==> src/shared/tsbg_map.svh <==
// Purpose: Register offsets, field positions and reset values for the burst gate
// Assumes: AXI4-Lite byte addressing, one 32-bit word per register
// Notes: Definitions only
`ifndef TSBG_MAP_SVH
`define TSBG_MAP_SVH
`define TSBG_OFF_CTRL 4'h0
`define TSBG_OFF_BURST 4'h4
`define TSBG_OFF_RATE 4'h8
`define TSBG_OFF_SWTRIG 4'hc
`define TSBG_OFF_STATUS 4'h0
`define TSBG_OFF_COUNT 4'h4
`define TSBG_OFF_LEFT 4'h8
`define TSBG_BIT_CTL_EN 0
`define TSBG_BIT_XFER_EN 1
`define TSBG_BIT_TRIG_EN 2
`define TSBG_LSB_EDGE 4
`define TSBG_LSB_SRC 8
`define TSBG_BURST_RST 32'h0000_0001
`define TSBG_RATE_RST 32'h0000_0000
`endif

==> src/shared/tsbg_pkg.sv <==
// Purpose: Types shared by the burst gate modules
// Assumes: Nothing
// Notes: Source codes 0..3 are trigger inputs 1..4, 4 is software
`default_nettype none
package tsbg_pkg;
	typedef enum logic [1:0] {TSBG_EDGE_NONE, TSBG_EDGE_RISE, TSBG_EDGE_FALL,
		TSBG_EDGE_BOTH} tsbg_edge_t;
	typedef enum logic [2:0] {TSBG_SRC_IN1, TSBG_SRC_IN2, TSBG_SRC_IN3, TSBG_SRC_IN4,
		TSBG_SRC_SW} tsbg_src_t;
endpackage
`default_nettype wire

==> src/shared/tsbg_trig_if.sv <==
// Purpose: Carries trigger configuration and the event pulse between modules
// Assumes: One clock domain
// Notes: Detector drives fire
`timescale 1ns/1ps
`default_nettype none
interface tsbg_trig_if;
	import tsbg_pkg::*;
	tsbg_src_t src;
	tsbg_edge_t edge_sel;
	logic sw_pulse;
	logic fire;
	modport det (input src, input edge_sel, input sw_pulse, output fire);
	modport ctl (output src, output edge_sel, output sw_pulse, input fire);
endinterface
`default_nettype wire

==> src/rtl/tsbg_trig_det.sv <==
// Purpose: Synchronises trigger pins and detects qualified edges
// Assumes: Pins asynchronous to aclk
// Notes: Software trigger bypasses edge qualification
`timescale 1ns/1ps
`default_nettype none
module tsbg_trig_det
(
	input wire logic aclk,
	input wire logic aresetn,
	input wire logic [3:0] trig_in,
	tsbg_trig_if.det tif
);
	import tsbg_pkg::*;
	logic [3:0] meta_r;
	logic [3:0] sync_r;
	logic [3:0] prev_r;
	logic sel_now;
	logic sel_prev;
	logic rise;
	logic fall;
	logic fire_r;
	// Two-stage synchroniser then history
	always_ff @(posedge aclk)
	begin
		if (!aresetn)
		begin
			meta_r <= 4'h0;
			sync_r <= 4'h0;
			prev_r <= 4'h0;
		end
		else
		begin
			meta_r <= trig_in;
			sync_r <= meta_r;
			prev_r <= sync_r;
		end
	end
	// Selected input edges
	always_comb
	begin
		sel_now = 1'b0;
		sel_prev = 1'b0;
		if (tif.src != TSBG_SRC_SW)
		begin
			sel_now = sync_r[tif.src[1:0]];
			sel_prev = prev_r[tif.src[1:0]];
		end
	end
	assign rise = sel_now & ~sel_prev;
	assign fall = ~sel_now & sel_prev;
	// Event pulse by edge setting
	always_ff @(posedge aclk)
	begin
		if (!aresetn)
			fire_r <= 1'b0;
		else if (tif.src == TSBG_SRC_SW)
			fire_r <= tif.sw_pulse;
		else
		begin
			case (tif.edge_sel)
				TSBG_EDGE_RISE: fire_r <= rise;
				TSBG_EDGE_FALL: fire_r <= fall;
				TSBG_EDGE_BOTH: fire_r <= rise | fall;
				default: fire_r <= 1'b0;
			endcase
		end
	end
	assign tif.fire = fire_r;
endmodule
`default_nettype wire

==> src/rtl/tsbg_rate_div.sv <==
// Purpose: Produces the one-cycle sample-rate enable
// Assumes: Divisor 0 means every cycle
// Notes: Rate is aclk/(div+1); software rounds to nearest supported
`timescale 1ns/1ps
`default_nettype none
module tsbg_rate_div
#(
	parameter int W = 16
)
(
	input wire logic aclk,
	input wire logic aresetn,
	input wire logic [W-1:0] div,
	output logic tick
);
	logic [W-1:0] cnt_r;
	// Refuse divisor widths the counter cannot serve
	if (W < 1 || W > 32)
	begin
		$error("tsbg_rate_div width out of range");
	end
	// Down counter reloads with divisor
	always_ff @(posedge aclk)
	begin
		if (!aresetn)
			cnt_r <= '0;
		else if (cnt_r == '0 || cnt_r > div)
			cnt_r <= div;
		else
			cnt_r <= cnt_r - 1'b1;
	end
	assign tick = (cnt_r == '0);
endmodule
`default_nettype wire

==> src/rtl/tsbg_gate.sv <==
// Purpose: Gates controller samples to host, continuous or triggered bursts
// Assumes: AXI4-Lite slave, one clock, synchronous active-low reset
// Notes: Sample taken on rate tick; output holds until host accepts
//  Write 0x0 control: bit0 controller on, bit1 transfer on, bit2 triggered
//  Write 0x0 control: bits 5:4 edge setting, bits 10:8 source
//  Edge settings: 0 none, 1 rising, 2 falling, 3 both
//  Sources: 0 to 3 trigger inputs one to four, 4 and up software
//  Write 0x4 burst length, 0 disables bursts
//  Write 0x8 rate divisor, one sample every divisor plus one cycles
//  Write 0xc bit0 one-shot software trigger
//  Read 0x0 status: bit2 output pending, bit1 in burst, bit0 enabled
//  Read 0x4 samples sent, 0x8 samples left in burst
//  Read 0xc and unaligned offsets answer with slave error
//  Unmapped write offsets answer with slave error
//  Write address and data taken in either order, one write at a time
//  Address and data readies stay low until the response is taken
//  Host stall skips a rate tick rather than queueing a sample
//  Clearing an enable or triggered mode aborts a running burst
// Contract
// Source is input one to four or software
// Software write fires trigger when software selected
// Rising setting fires on low-to-high
// Falling setting fires on high-to-low
// Both setting fires on any transition
// None setting ignores hardware edges
// Each event forwards exactly burst-length samples
// Triggered mode sends only after events
// Untriggered mode sends continuously
// Send nothing unless controller and transfer enabled
// Samples produced at configured streaming rate
// Events during a burst are ignored
//
// Chosen here: the AXI4-Lite register port and the register addresses.
`timescale 1ns/1ps
`default_nettype none
`include "tsbg_map.svh"
module tsbg_gate
#(
	parameter int DW = 32,
	parameter int RW = 16
)
(
	input wire logic aclk,
	input wire logic aresetn,
	input wire logic [3:0] awaddr,
	input wire logic awvalid,
	output logic awready,
	input wire logic [31:0] wdata,
	input wire logic [3:0] wstrb,
	input wire logic wvalid,
	output logic wready,
	output logic [1:0] bresp,
	output logic bvalid,
	input wire logic bready,
	input wire logic [3:0] araddr,
	input wire logic arvalid,
	output logic arready,
	output logic [31:0] rdata,
	output logic [1:0] rresp,
	output logic rvalid,
	input wire logic rready,
	input wire logic [3:0] trig_in,
	input wire logic [DW-1:0] ctl_sample,
	output logic [DW-1:0] host_data,
	output logic host_valid,
	input wire logic host_ready
);
	import tsbg_pkg::*;
	typedef enum {TSBG_IDLE, TSBG_BURST} tsbg_state_t;
	tsbg_trig_if tif();
	logic [31:0] ctrl_r;
	logic [31:0] burst_r;
	logic [31:0] rate_r;
	logic sw_r;
	logic aw_hold_r;
	logic w_hold_r;
	logic [3:0] awaddr_r;
	logic [31:0] wdata_r;
	logic [3:0] wstrb_r;
	logic bvalid_r;
	logic [1:0] bresp_r;
	logic rvalid_r;
	logic [31:0] rdata_r;
	logic [1:0] rresp_r;
	logic wr_go;
	logic [31:0] wmask;
	logic tick;
	tsbg_state_t state_r;
	logic [31:0] left_r;
	logic [DW-1:0] data_r;
	logic valid_r;
	logic enabled;
	logic allow;
	logic [31:0] sent_r;
	// Refuse sample widths wider than the bus word
	if (DW < 1 || DW > 32)
	begin
		$error("tsbg_gate sample width out of range");
	end
	// Refuse divisor widths wider than the rate register
	if (RW < 1 || RW > 32)
	begin
		$error("tsbg_gate rate width out of range");
	end
	// Write channels held independently, taken in either order
	assign awready = ~aw_hold_r & ~bvalid_r;
	assign wready = ~w_hold_r & ~bvalid_r;
	assign wr_go = aw_hold_r & w_hold_r & ~bvalid_r;
	assign wmask = {{8{wstrb_r[3]}}, {8{wstrb_r[2]}}, {8{wstrb_r[1]}}, {8{wstrb_r[0]}}};
	always_ff @(posedge aclk)
	begin
		if (!aresetn)
		begin
			aw_hold_r <= 1'b0;
			w_hold_r <= 1'b0;
			awaddr_r <= 4'h0;
			wdata_r <= 32'h0;
			wstrb_r <= 4'h0;
		end
		else
		begin
			if (awvalid && awready)
			begin
				aw_hold_r <= 1'b1;
				awaddr_r <= awaddr;
			end
			else if (wr_go)
				aw_hold_r <= 1'b0;
			if (wvalid && wready)
			begin
				w_hold_r <= 1'b1;
				wdata_r <= wdata;
				wstrb_r <= wstrb;
			end
			else if (wr_go)
				w_hold_r <= 1'b0;
		end
	end
	// Register writes and write response
	always_ff @(posedge aclk)
	begin
		if (!aresetn)
		begin
			ctrl_r <= 32'h0;
			burst_r <= `TSBG_BURST_RST;
			rate_r <= `TSBG_RATE_RST;
			sw_r <= 1'b0;
			bvalid_r <= 1'b0;
			bresp_r <= 2'h0;
		end
		else
		begin
			// Software trigger strobe lasts one cycle
			sw_r <= 1'b0;
			if (bvalid_r && bready)
				bvalid_r <= 1'b0;
			if (wr_go)
			begin
				bvalid_r <= 1'b1;
				bresp_r <= 2'h0;
				case (awaddr_r)
					`TSBG_OFF_CTRL: ctrl_r <= (ctrl_r & ~wmask) | (wdata_r & wmask);
					`TSBG_OFF_BURST: burst_r <= (burst_r & ~wmask) | (wdata_r & wmask);
					`TSBG_OFF_RATE: rate_r <= (rate_r & ~wmask) | (wdata_r & wmask);
					`TSBG_OFF_SWTRIG: sw_r <= wstrb_r[0] & wdata_r[0];
					default: bresp_r <= 2'h2;
				endcase
			end
		end
	end
	assign bvalid = bvalid_r;
	assign bresp = bresp_r;
	// Read channel: status, sent count and samples left
	assign arready = ~rvalid_r;
	always_ff @(posedge aclk)
	begin
		if (!aresetn)
		begin
			rvalid_r <= 1'b0;
			rdata_r <= 32'h0;
			rresp_r <= 2'h0;
		end
		else if (arvalid && arready)
		begin
			rvalid_r <= 1'b1;
			rresp_r <= 2'h0;
			case (araddr)
				`TSBG_OFF_STATUS: rdata_r <= {29'h0, valid_r, (state_r == TSBG_BURST),
					enabled};
				`TSBG_OFF_COUNT: rdata_r <= sent_r;
				`TSBG_OFF_LEFT: rdata_r <= left_r;
				default:
				begin
					rdata_r <= 32'h0;
					rresp_r <= 2'h2;
				end
			endcase
		end
		else if (rvalid_r && rready)
			rvalid_r <= 1'b0;
	end
	assign rvalid = rvalid_r;
	assign rdata = rdata_r;
	assign rresp = rresp_r;
	// Configuration to trigger detector
	always_comb
	begin
		tif.sw_pulse = sw_r;
		tif.edge_sel = tsbg_edge_t'(ctrl_r[`TSBG_LSB_EDGE +: 2]);
		if (ctrl_r[`TSBG_LSB_SRC +: 3] > 3'h4)
			tif.src = TSBG_SRC_SW;
		else
			tif.src = tsbg_src_t'(ctrl_r[`TSBG_LSB_SRC +: 3]);
	end
	// Edge qualification of the selected trigger
	tsbg_trig_det u_det
	(
		.aclk(aclk),
		.aresetn(aresetn),
		.trig_in(trig_in),
		.tif(tif)
	);
	// Streaming rate enable
	tsbg_rate_div #(.W(RW)) u_div
	(
		.aclk(aclk),
		.aresetn(aresetn),
		.div(rate_r[RW-1:0]),
		.tick(tick)
	);
	// Controller and its transfer must both be on
	assign enabled = ctrl_r[`TSBG_BIT_CTL_EN] & ctrl_r[`TSBG_BIT_XFER_EN];
	// Burst sequencer
	always_ff @(posedge aclk)
	begin
		if (!aresetn)
		begin
			state_r <= TSBG_IDLE;
			left_r <= 32'h0;
		end
		else if (!enabled || !ctrl_r[`TSBG_BIT_TRIG_EN])
		begin
			state_r <= TSBG_IDLE;
			left_r <= 32'h0;
		end
		else
		begin
			case (state_r)
				TSBG_IDLE:
					if (tif.fire && burst_r != 32'h0)
					begin
						state_r <= TSBG_BURST;
						left_r <= burst_r;
					end
				TSBG_BURST:
					// Further events ignored here
					if (allow)
					begin
						left_r <= left_r - 32'h1;
						if (left_r == 32'h1)
							state_r <= TSBG_IDLE;
					end
				default: state_r <= TSBG_IDLE;
			endcase
		end
	end
	// A sample is captured on the rate tick when the gate is open
	always_comb
	begin
		if (!enabled)
			allow = 1'b0;
		else if (!ctrl_r[`TSBG_BIT_TRIG_EN])
			allow = tick & (~valid_r | host_ready);
		else
			allow = tick & (state_r == TSBG_BURST) & (~valid_r | host_ready);
	end
	// Output register to host
	always_ff @(posedge aclk)
	begin
		if (!aresetn)
		begin
			valid_r <= 1'b0;
			data_r <= '0;
			sent_r <= 32'h0;
		end
		else
		begin
			if (allow)
			begin
				valid_r <= 1'b1;
				data_r <= ctl_sample;
				sent_r <= sent_r + 32'h1;
			end
			else if (host_ready)
				valid_r <= 1'b0;
		end
	end
	assign host_valid = valid_r;
	assign host_data = data_r;
endmodule
`default_nettype wire

==> config.mk <==
export PLATFORM = sky130hd
export DESIGN_NAME = tsbg_gate
export DESIGN_NICKNAME = d
export VERILOG_FILES = /design/src/shared/tsbg_pkg.sv /design/src/shared/tsbg_trig_if.sv /design/src/rtl/tsbg_trig_det.sv /design/src/rtl/tsbg_rate_div.sv /design/src/rtl/tsbg_gate.sv
export VERILOG_INCLUDE_DIRS = /design/src /design/src/shared
export SDC_FILE = /design/constraint.sdc
export NUM_CORES = 1
export LEC_CHECK = 0
export BUFFER_PORTS_ARGS = -buffer_cell sky130_fd_sc_hd__buf_2
export CELL_PAD_IN_SITES_DETAIL_PLACEMENT = 0
export CELL_PAD_IN_SITES_GLOBAL_PLACEMENT = 1
export CORE_ASPECT_RATIO = 1.4
export CORE_UTILIZATION = 47
export DETAILED_ROUTE_END_ITERATION = 16
export GPL_ROUTABILITY_DRIVEN = 0
export PLACE_DENSITY_LB_ADDON = 0.1
export REMOVE_ABC_BUFFERS = 1
export SLEW_MARGIN = 30
export SYNTH_ARGS = -nofsm -noshare
export SYNTH_HDL_FRONTEND = slang
export SYNTH_SLANG_ARGS = --single-unit
==> constraint.sdc <==
create_clock -name aclk -period 4.3 [get_ports aclk]
set_clock_uncertainty 0.05 [all_clocks]
set_input_delay 0.43 -clock aclk [delete_from_list [all_inputs] [get_ports aclk]]
set_output_delay 0.43 -clock aclk [all_outputs]
set_load 0.005 [all_outputs]
# == Yosys cells after proc, flatten, opt, wreduce, memory -nomap -nowiden ==
# Index checks and enable logic that the tools add are counted.
# totals
input_bits,88
ff_bits,335
word_cells,136
out_inout_bits,74
# classes
n_mux,31
bitwise,29
add_sub_neg,3
n_lt_le_gt_ge,3
n_reduce_logical,30
n_eq_ne,16
# ops
op,n
32-bit two-way mux,5
32-bit bitwise AND,4
32-bit case mux with 2 select lines,2
32-bit OR,3
32-bit case mux with 3 select lines,1
32-bit by 1-bit equality test with 1-bit output (second input constant),2
32-bit by 1-bit adder with 32-bit output (second input constant),1
32-bit by 2-bit equality test with 1-bit output (second input constant),1
32-bit zero test,1
32-bit inverter,1
32-bit nonzero test,1
32-bit by 1-bit subtractor with 32-bit output (second input constant),1
16-bit greater-than comparator,1
16-bit zero test,1
1-bit two-way mux,16
16-bit two-way mux,1
16-bit by 1-bit subtractor with 16-bit output (second input constant),1
4-bit equality test (second input constant),3
2-bit nonzero test,6
1-bit bitwise AND,11
3-bit AND reduction,3
4-bit by 3-bit equality test with 1-bit output (second input constant),2
4-bit zero test,2
1-bit inverter,8
other kinds (19),34

# == Logic depth before layout (Yosys ltp) ==
# Gate-level depths: netlist (run 1).
# depth
word_depth,10
ltp_mapped,11
depth_no_buf,10

# == Cells and area by module ==
# Synthesis (run 1) repeated with hierarchy kept, for this count alone.
# unflattened
hier_cells,1466
area_unflattened_um2,11989.0
# by_module_without_submodules
module,seq_area_each_um2,instances,area_each_um2,cells_each
tsbg_gate,4664.5,1,10114.7,1266
tsbg_rate_div,320.3,1,1378.8,154
tsbg_trig_det,260.2,1,495.5,46

# == Worst setup path after synthesis (run 1) ==
# No wires, ideal clock.
# synth_path
kind,flip-flop to flip-flop
from,register with a tool-made name
to,register u_div.cnt_r[10]
setup_ns,0.072
required_ns,4.178
path_stages_with_launch,10
setup_slack_ns,1.822
synth_period_minus_slack_ns,2.478
path_buffers,1
arrival_ns,2.356
cell_sequence,dfxtp_1 -> inv_1 -> ha_1 -> nand4_1 -> or2_2 -> a211oi_1 -> nor3_1 -> o21ai_1 -> buf_2 -> mux2i_1
# synth_lines
element,line,source
"end signal, assigned",tsbg_rate_div.sv:28,cnt_r <= div;
"end signal, assigned",tsbg_rate_div.sv:30,cnt_r <= cnt_r - 1'b1;
"end, declared",tsbg_rate_div.sv:16,logic [W-1:0] cnt_r;

# == Worst setup path after layout (run 1) ==
# layout_path
from,register u_div.cnt_r[8]
to,register sent_r[10]
# layout_between
elab_chain_len,5
word_cells_on_any_way,6
classes_between,2 x mux; 3 x bitwise; 1 x reduce/logical
# layout_rtl
element,line,source
16-bit zero test (*),tsbg_rate_div.sv:32,assign tick = (cnt_r == '0);
1-bit bitwise AND (2 in series),tsbg_gate.sv:275,allow = tick & (state_r == TSBG_BURST) & (~valid_r | host_ready);
1-bit two-way mux (*),tsbg_gate.sv:272,else if (!ctrl_r[`TSBG_BIT_TRIG_EN])
1-bit two-way mux (*),tsbg_gate.sv:270,if (!enabled)
"end signal, assigned",tsbg_gate.sv:292,sent_r <= sent_r + 32'h1;
"end, declared",tsbg_gate.sv:94,logic [31:0] sent_r;
# Every way passes the cells marked *; elsewhere a longest branch is shown, timed or not.
# A chain may end at the register's enable or synchronous reset.

==> results of run 1 <==
-- logic make-up after synthesis --
logic type	after synthesis	share of synthesized area
AND/OR/NAND/NOR	639	0.260
AO/OA/AOI/OAI	281	0.158
flip-flops	262	0.434
buffers and inverters	124	0.0414
multiplexers	58	0.0488
XOR/XNOR	46	0.0333
adder cells (fa/ha/maj)	23	0.0238
other	1	0.000310
-- worst max-delay path: stages, from the launching register on --
cell     delay [ps]
dfxtp_1         340
or4_1           560
nor2_1          540
nand3_2         380
buf_4           370
nor4_1          380
xor2_1          110
and2_1          160
-- per-stage QoR --
stage | cell area, µm² | util | hold slack (ps)
2_1_floorplan | 11700 | - | 362
3_3_place_gp | 13100 | 0.517 | 364
3_5_place_dp | 13100 | 0.517 | 369
4_1_cts | 14000 | 0.553 | 38.4
5_1_grt | 14000 | 0.553 | 54.1
6_report | 14000 | 0.553 | 57.7
-- metal layers --
layer,wire length [µm],vias to the layer above,share of wire
met3,1110,55,0.037
met5,0,-,0
li1,-,5195,-
met1,13300,4644,0.44
met4,797,0,0.026
met2,15100,191,0.50
-- area by class of cell --
class	count	area [µm²]
fill	2459	11300
multi-input combinational	1049	6370
sequential	262	5250
timing repair buffer	176	942
clock buffer	35	746
tap	319	399
clock inverter	14	151
inverter	33	124
-- power by group through the flow --
stage                     Combinational, W  Clock, W  Sequential [W]
after floorplan                   0.000599         0         0.00259
after global placement            0.000848         0         0.00261
after detailed placement          0.000854         0         0.00261
after CTS                         0.000859   0.00244         0.00256
after global routing              0.000946   0.00254         0.00256
final                             0.000853   0.00238         0.00256
-- worst paths after layout --
path              cells past startpoint              end       startpoint  slack, ps
setup reg to reg                      7       sent_r[10]   u_div.cnt_r[8]       1280
hold reg to reg                       1  u_det.sync_r[2]  u_det.meta_r[2]        380
hold / removal                        2  u_det.meta_r[3]       trig_in[3]         60
setup / recovery                      7       sent_r[10]   u_div.cnt_r[8]       1280
-- cell usage after synthesis (10+ instances only) --
master	instances	area [µm²]
and3_1	12	75.1
xnor2_1	23	201
nand2_1	299	1120
or4_1	10	75.1
nand4_1	19	119
mux2i_1	50	500
nor4_1	24	150
o21ai_0	47	235
ha_1	23	288
inv_1	33	124
and2_1	69	432
a211oi_1	11	82.6
a21oi_1	30	150
clkbuf_1	78	293
nor2b_1	29	181
nor3_1	28	140
dfxtp_1	262	5250
nor2_1	29	109
a22oi_1	29	218
or3_1	16	100
nand3_1	66	330
xor2_1	23	201
a21boi_0	115	863
a31oi_1	10	62.6
==> metrics.cfg, run 1 <==
[cells_and_area]
drive_gt1_frac=0.159
layout.nets=1660
final_cell_mix=299 x nand2_1, 262 x dfxtp_1, 158 x buf_2, 115 x a21boi_0, 69 x and2_1
antennaDiodeCount=0
layout_commonest_cell=nand2_1
final_cells=1888
area_delta_synth_final_pct=15.6

[pwr]
power_switching_w=0.00151
switching_share=0.261
power_w=0.00579
seq_power_share=0.442
p_per_area_nw_per_um2=414
leakage_nw=5.47
power_frac_comb=0.147
clockPowerShare=0.411
power.internal_w=0.00428
ir_drop_v=0.000423

[timing]
min_period_over_period=0.702
hold_viol_final=0
finalSetupTns_ps=0
worstMarginPinSlew_ps=976
rsz0062_at_grt=false
slew_violations=0
finalCriticalPeriod_ps=3020
worst_slack_ps=1280
setup_violations=0
maxSlewHeadroom=0.344
clock.fmax_mhz=331

[floorplanning]
die_w_um=138
die-area_um2=26400
num_rows=69
die_h_um=192
core-area_um2=25300
start_util=0.478
ioPinCount=162

[synthesis]
synth_seq_cells=262
synth-edff-count=0
syn_avg_cell_area_um2=8.43
synth.cell_area_um2=12100
netlist_instances=1434
yosysSeqAreaShare=0.434
synth_cell_types=61
synthFlopType=dfxtp_1
synthArstFlopShare=0
ys_warn_count=0

[global_route]
met3_usage=0.0264
grt_max_degree=159
grt_util_met2=0.400
met1_usage=0.286
busiest_layer=met2
grt_pass1_wl_um=48200
grt_use_total=0.227
overflow=0
grt_pass1_vias=9470
grt_antenna_before_repair=0

[worst_hold_path]
hold_class=input pin to flop

[drt]
drt-total-wl_um=30300
routed_via_density=5.34
postRouteAntennaNets=0
drc_errors=0
first_pass_iters=5
wire_per_inst_um=16.0
vias=10085
drt_iter0_drc=478

[placement]
io_buffer_count=159
dpl.hpwl_um=21200
post-place-ws_ps=1340
dpl.cell_count=1839

[setup_path]
required_ps=4670
endpoint_kind=flop
cp_max_fo=41
criticalPathCategory=flop to flop
cp-start-kind=flop
arrival_ps=3390

[clock_tree]
cts_max_path_buffers=3
ctsHoldBuffers=0
cts.clk_slew.worst_paths_ps=60
cts.sinks=262
clkLatencyLatePin_ps=540
cts_resized=0
root_buffer=clkbuf_16
cts_tree=done
post_cts_buffers=0
cts_made_buffers=27
cts_max_level=1

[status]
status=completed

[job]
cap_violations=0

No activity file was read; power rests on OpenSTA's default activity.
==> run 2, diff against run 1 <==
--- a/config.mk
+++ b/config.mk
@@ -6,11 +6,12 @@
 export SDC_FILE = /design/constraint.sdc
 export NUM_CORES = 1
 export LEC_CHECK = 0
+export ABC_AREA = 1
 export BUFFER_PORTS_ARGS = -buffer_cell sky130_fd_sc_hd__buf_2
 export CELL_PAD_IN_SITES_DETAIL_PLACEMENT = 0
 export CELL_PAD_IN_SITES_GLOBAL_PLACEMENT = 1
 export CORE_ASPECT_RATIO = 1.4
-export CORE_UTILIZATION = 47
+export CORE_UTILIZATION = 41
 export DETAILED_ROUTE_END_ITERATION = 16
 export GPL_ROUTABILITY_DRIVEN = 0
 export PLACE_DENSITY_LB_ADDON = 0.1
==> constraint.sdc (replaced) <==
create_clock -name aclk -period 3.1 [get_ports aclk]
set_clock_uncertainty 0.05 [all_clocks]
set_input_delay 0.31 -clock aclk [delete_from_list [all_inputs] [get_ports aclk]]
set_output_delay 0.31 -clock aclk [all_outputs]
set_load 0.005 [all_outputs]
==> run 2 against run 1 <==
First-iteration DRC count increased by 59%. Largest power group unchanged. Final cell count up 31%. Critical endpoint is now left_r[12]. Hold slack lost 37 ps.
==> metrics.cfg, run 2 <==
[status]
status=completed

[pwr]
p_per_area_nw_per_um2=565
switching_share=0.299
power_switching_w=0.00259
seq_power_share=0.418
clockPowerShare=0.373
ir_drop_v=0.000447
leakage_nw=6.60
power.internal_w=0.00609
power_frac_comb=0.209
power_w=0.00868

[placement]
dpl.hpwl_um=27700
io_buffer_count=159
post-place-ws_ps=616

[synthesis]
synth.cell_area_um2=12600
synth-edff-count=0
synthFlopType=dfxtp_1
synthTopCellsByCount=377 x nand2_1, 355 x nor2_1, 262 x dfxtp_1
syn_avg_cell_area_um2=6.76
ys_top_cells_by_area=dfxtp_1 41%, nand2_1 11%, nor2_1 11%, o21ai_0 6.8%, a21oi_1 6.3%
synth_cell_types=42
synthArstFlopShare=0
synth_seq_cells=262
post-synth-top-area-cell=dfxtp_1
synth_top_area_frac=0.415
yosysSeqAreaShare=0.415
synth_most_common_cell=nand2_1
netlist_instances=1872
ys_warn_count=0

[cells_and_area]
final_cell_mix=377 x nand2_1, 354 x nor2_1, 262 x dfxtp_1, 179 x inv_1, 171 x o21ai_0
antennaDiodeCount=0
drive_gt1_frac=0.123
area_delta_synth_final_pct=21.3
layout_commonest_cell=nand2_1
layout.nets=2183

[clock_tree]
cts_made_buffers=28
cts_resized=0
cts_max_level=1
cts_tree=done
post_cts_buffers=0
root_buffer=clkbuf_16
clkLatencyLatePin_ps=550
cts.clk_slew.worst_paths_ps=60
cts_max_path_buffers=3
cts.sinks=262

[floorplanning]
die-area_um2=31600
core-area_um2=30100
ioPinCount=162
start_util=0.420
die_h_um=210
die_w_um=150
num_rows=75

[timing]
rsz0062_at_grt=false
setup_violations=0
finalCriticalPeriod_ps=2460
maxSlewHeadroom=0.504
min_period_over_period=0.794
worstMarginPinSlew_ps=744
slew_violations=0
worst_slack_ps=638
finalSetupTns_ps=0
hold_viol_final=0
clock.fmax_mhz=406

[setup_path]
arrival_ps=2860
criticalPathCategory=flop to flop
cp_max_fo=34
crit_family=simple AND/OR/NAND/NOR gates
crit_path_max_incr_delay_ps=330
required_ps=3490
path_cells=inv_1 -> ha_1 -> nand3_2 -> nor2_4 -> nand3_4 -> nor2_8 -> inv_2 -> nand2_4 -> inv_2 -> nor2_1 -> nor2_1
endpoint_kind=flop
cp-start-kind=flop
path_buf_inv=3
critPathSlowestCell=inv_2

[global_route]
grt_pass1_wl_um=61800
grt_use_total=0.246
overflow=0
grt_max_degree=83
grt_antenna_before_repair=0
grt_pass1_vias=12166

[drt]
first_pass_iters=6
drt_iter0_drc=759
wire_per_inst_um=15.5
vias=12430
postRouteAntennaNets=0
routed_via_density=5.02
drc_errors=0
drt-total-wl_um=38400

[worst_hold_path]
hold_class=input pin to flop

[job]
cap_violations=0

==> run 2: cell types whose count changed after synthesis, moves of 78 or more <==
cell / before / now
a21boi_0: 115 / 0
inv_1: 33 / 179
nand2_1: 299 / 377
o21ai_0: 47 / 171
nor2_1: 29 / 355
a21oi_1: 30 / 158
==> run 2: power groups by stage <==
stage / logic, W / registers (W) / clock network, W
final: 0.00181 / 0.00363 / 0.00324
after global routing: 0.00209 / 0.00365 / 0.00346
after CTS: 0.00183 / 0.00363 / 0.00334
after detailed placement: 0.00174 / 0.00370 / 0
after global placement: 0.00175 / 0.00370 / 0
after floorplan: 0.00126 / 0.00366 / 0
==> run 2: worst register-to-register path: cells and delay by family, from the launching register on <==
family                     cells  cell delay, ps
and+or+nand+nor                7            1220
buffers and inverters          3             540
DFF                            1             320
adders and majority gates      1             230
==> run 2: area by class of cell <==
type / count / area [µm²]
inverter: 187 / 702
tap: 385 / 482
fill: 3085 / 14800
clock inverter: 4 / 26.3
multi-input combinational: 1340 / 6320
clock buffer: 44 / 852
sequential: 262 / 5250
timing repair buffer: 253 / 1720
==> run 2: through the flow <==
stage	instances	hold WS [ps]	utilization	cell area, µm²
finish	2475	20.8	0.509	15300
detailed placement	2352	348	0.455	13700
CTS	2475	0.804	0.509	15300
floorplan	1789	340	-	12300
global placement	2352	346	0.455	13700
global route	2475	5.62	0.509	15300
==> run 2: logic make-up after synthesis <==
| group | count (synthesis) | synth area share |
|---|---|---|
| buffers and inverters | 271 | 0.0865 |
| XOR/XNOR | 24 | 0.0166 |
| AO/OA/AOI/OAI | 387 | 0.161 |
| other | 1 | 0.000296 |
| AND/OR/NAND/NOR | 904 | 0.298 |
| flip-flops | 262 | 0.415 |
| adder cells (fa/ha/maj) | 23 | 0.0228 |
==> run 2: final timing paths <==
check	from	end	cells after the start	slack [ps]
worst max-delay path	u_div.cnt_r[0]	left_r[12]	11	640
worst min register to register	u_det.meta_r[3]	u_det.sync_r[3]	2	360
worst max register to register	u_div.cnt_r[0]	left_r[12]	11	640
worst min-delay path	wdata[27]	wdata_r[27]	3	20
==> run 2: what timing repair did <==
action                                 4_1_cts  5_1_grt
endpoints found under the hold margin       74        0
hold buffers                                75        0
setup endpoints to repair                    0        0
==> run 2: routing by layer <==
layer,up-vias,GRT usage,share of wire
met2,303,0.457,0.51
met4,0,0.0933,0.033
met5,-,0,0
met3,52,0.0285,0.040
li1,6428,-,-
met1,5647,0.282,0.42
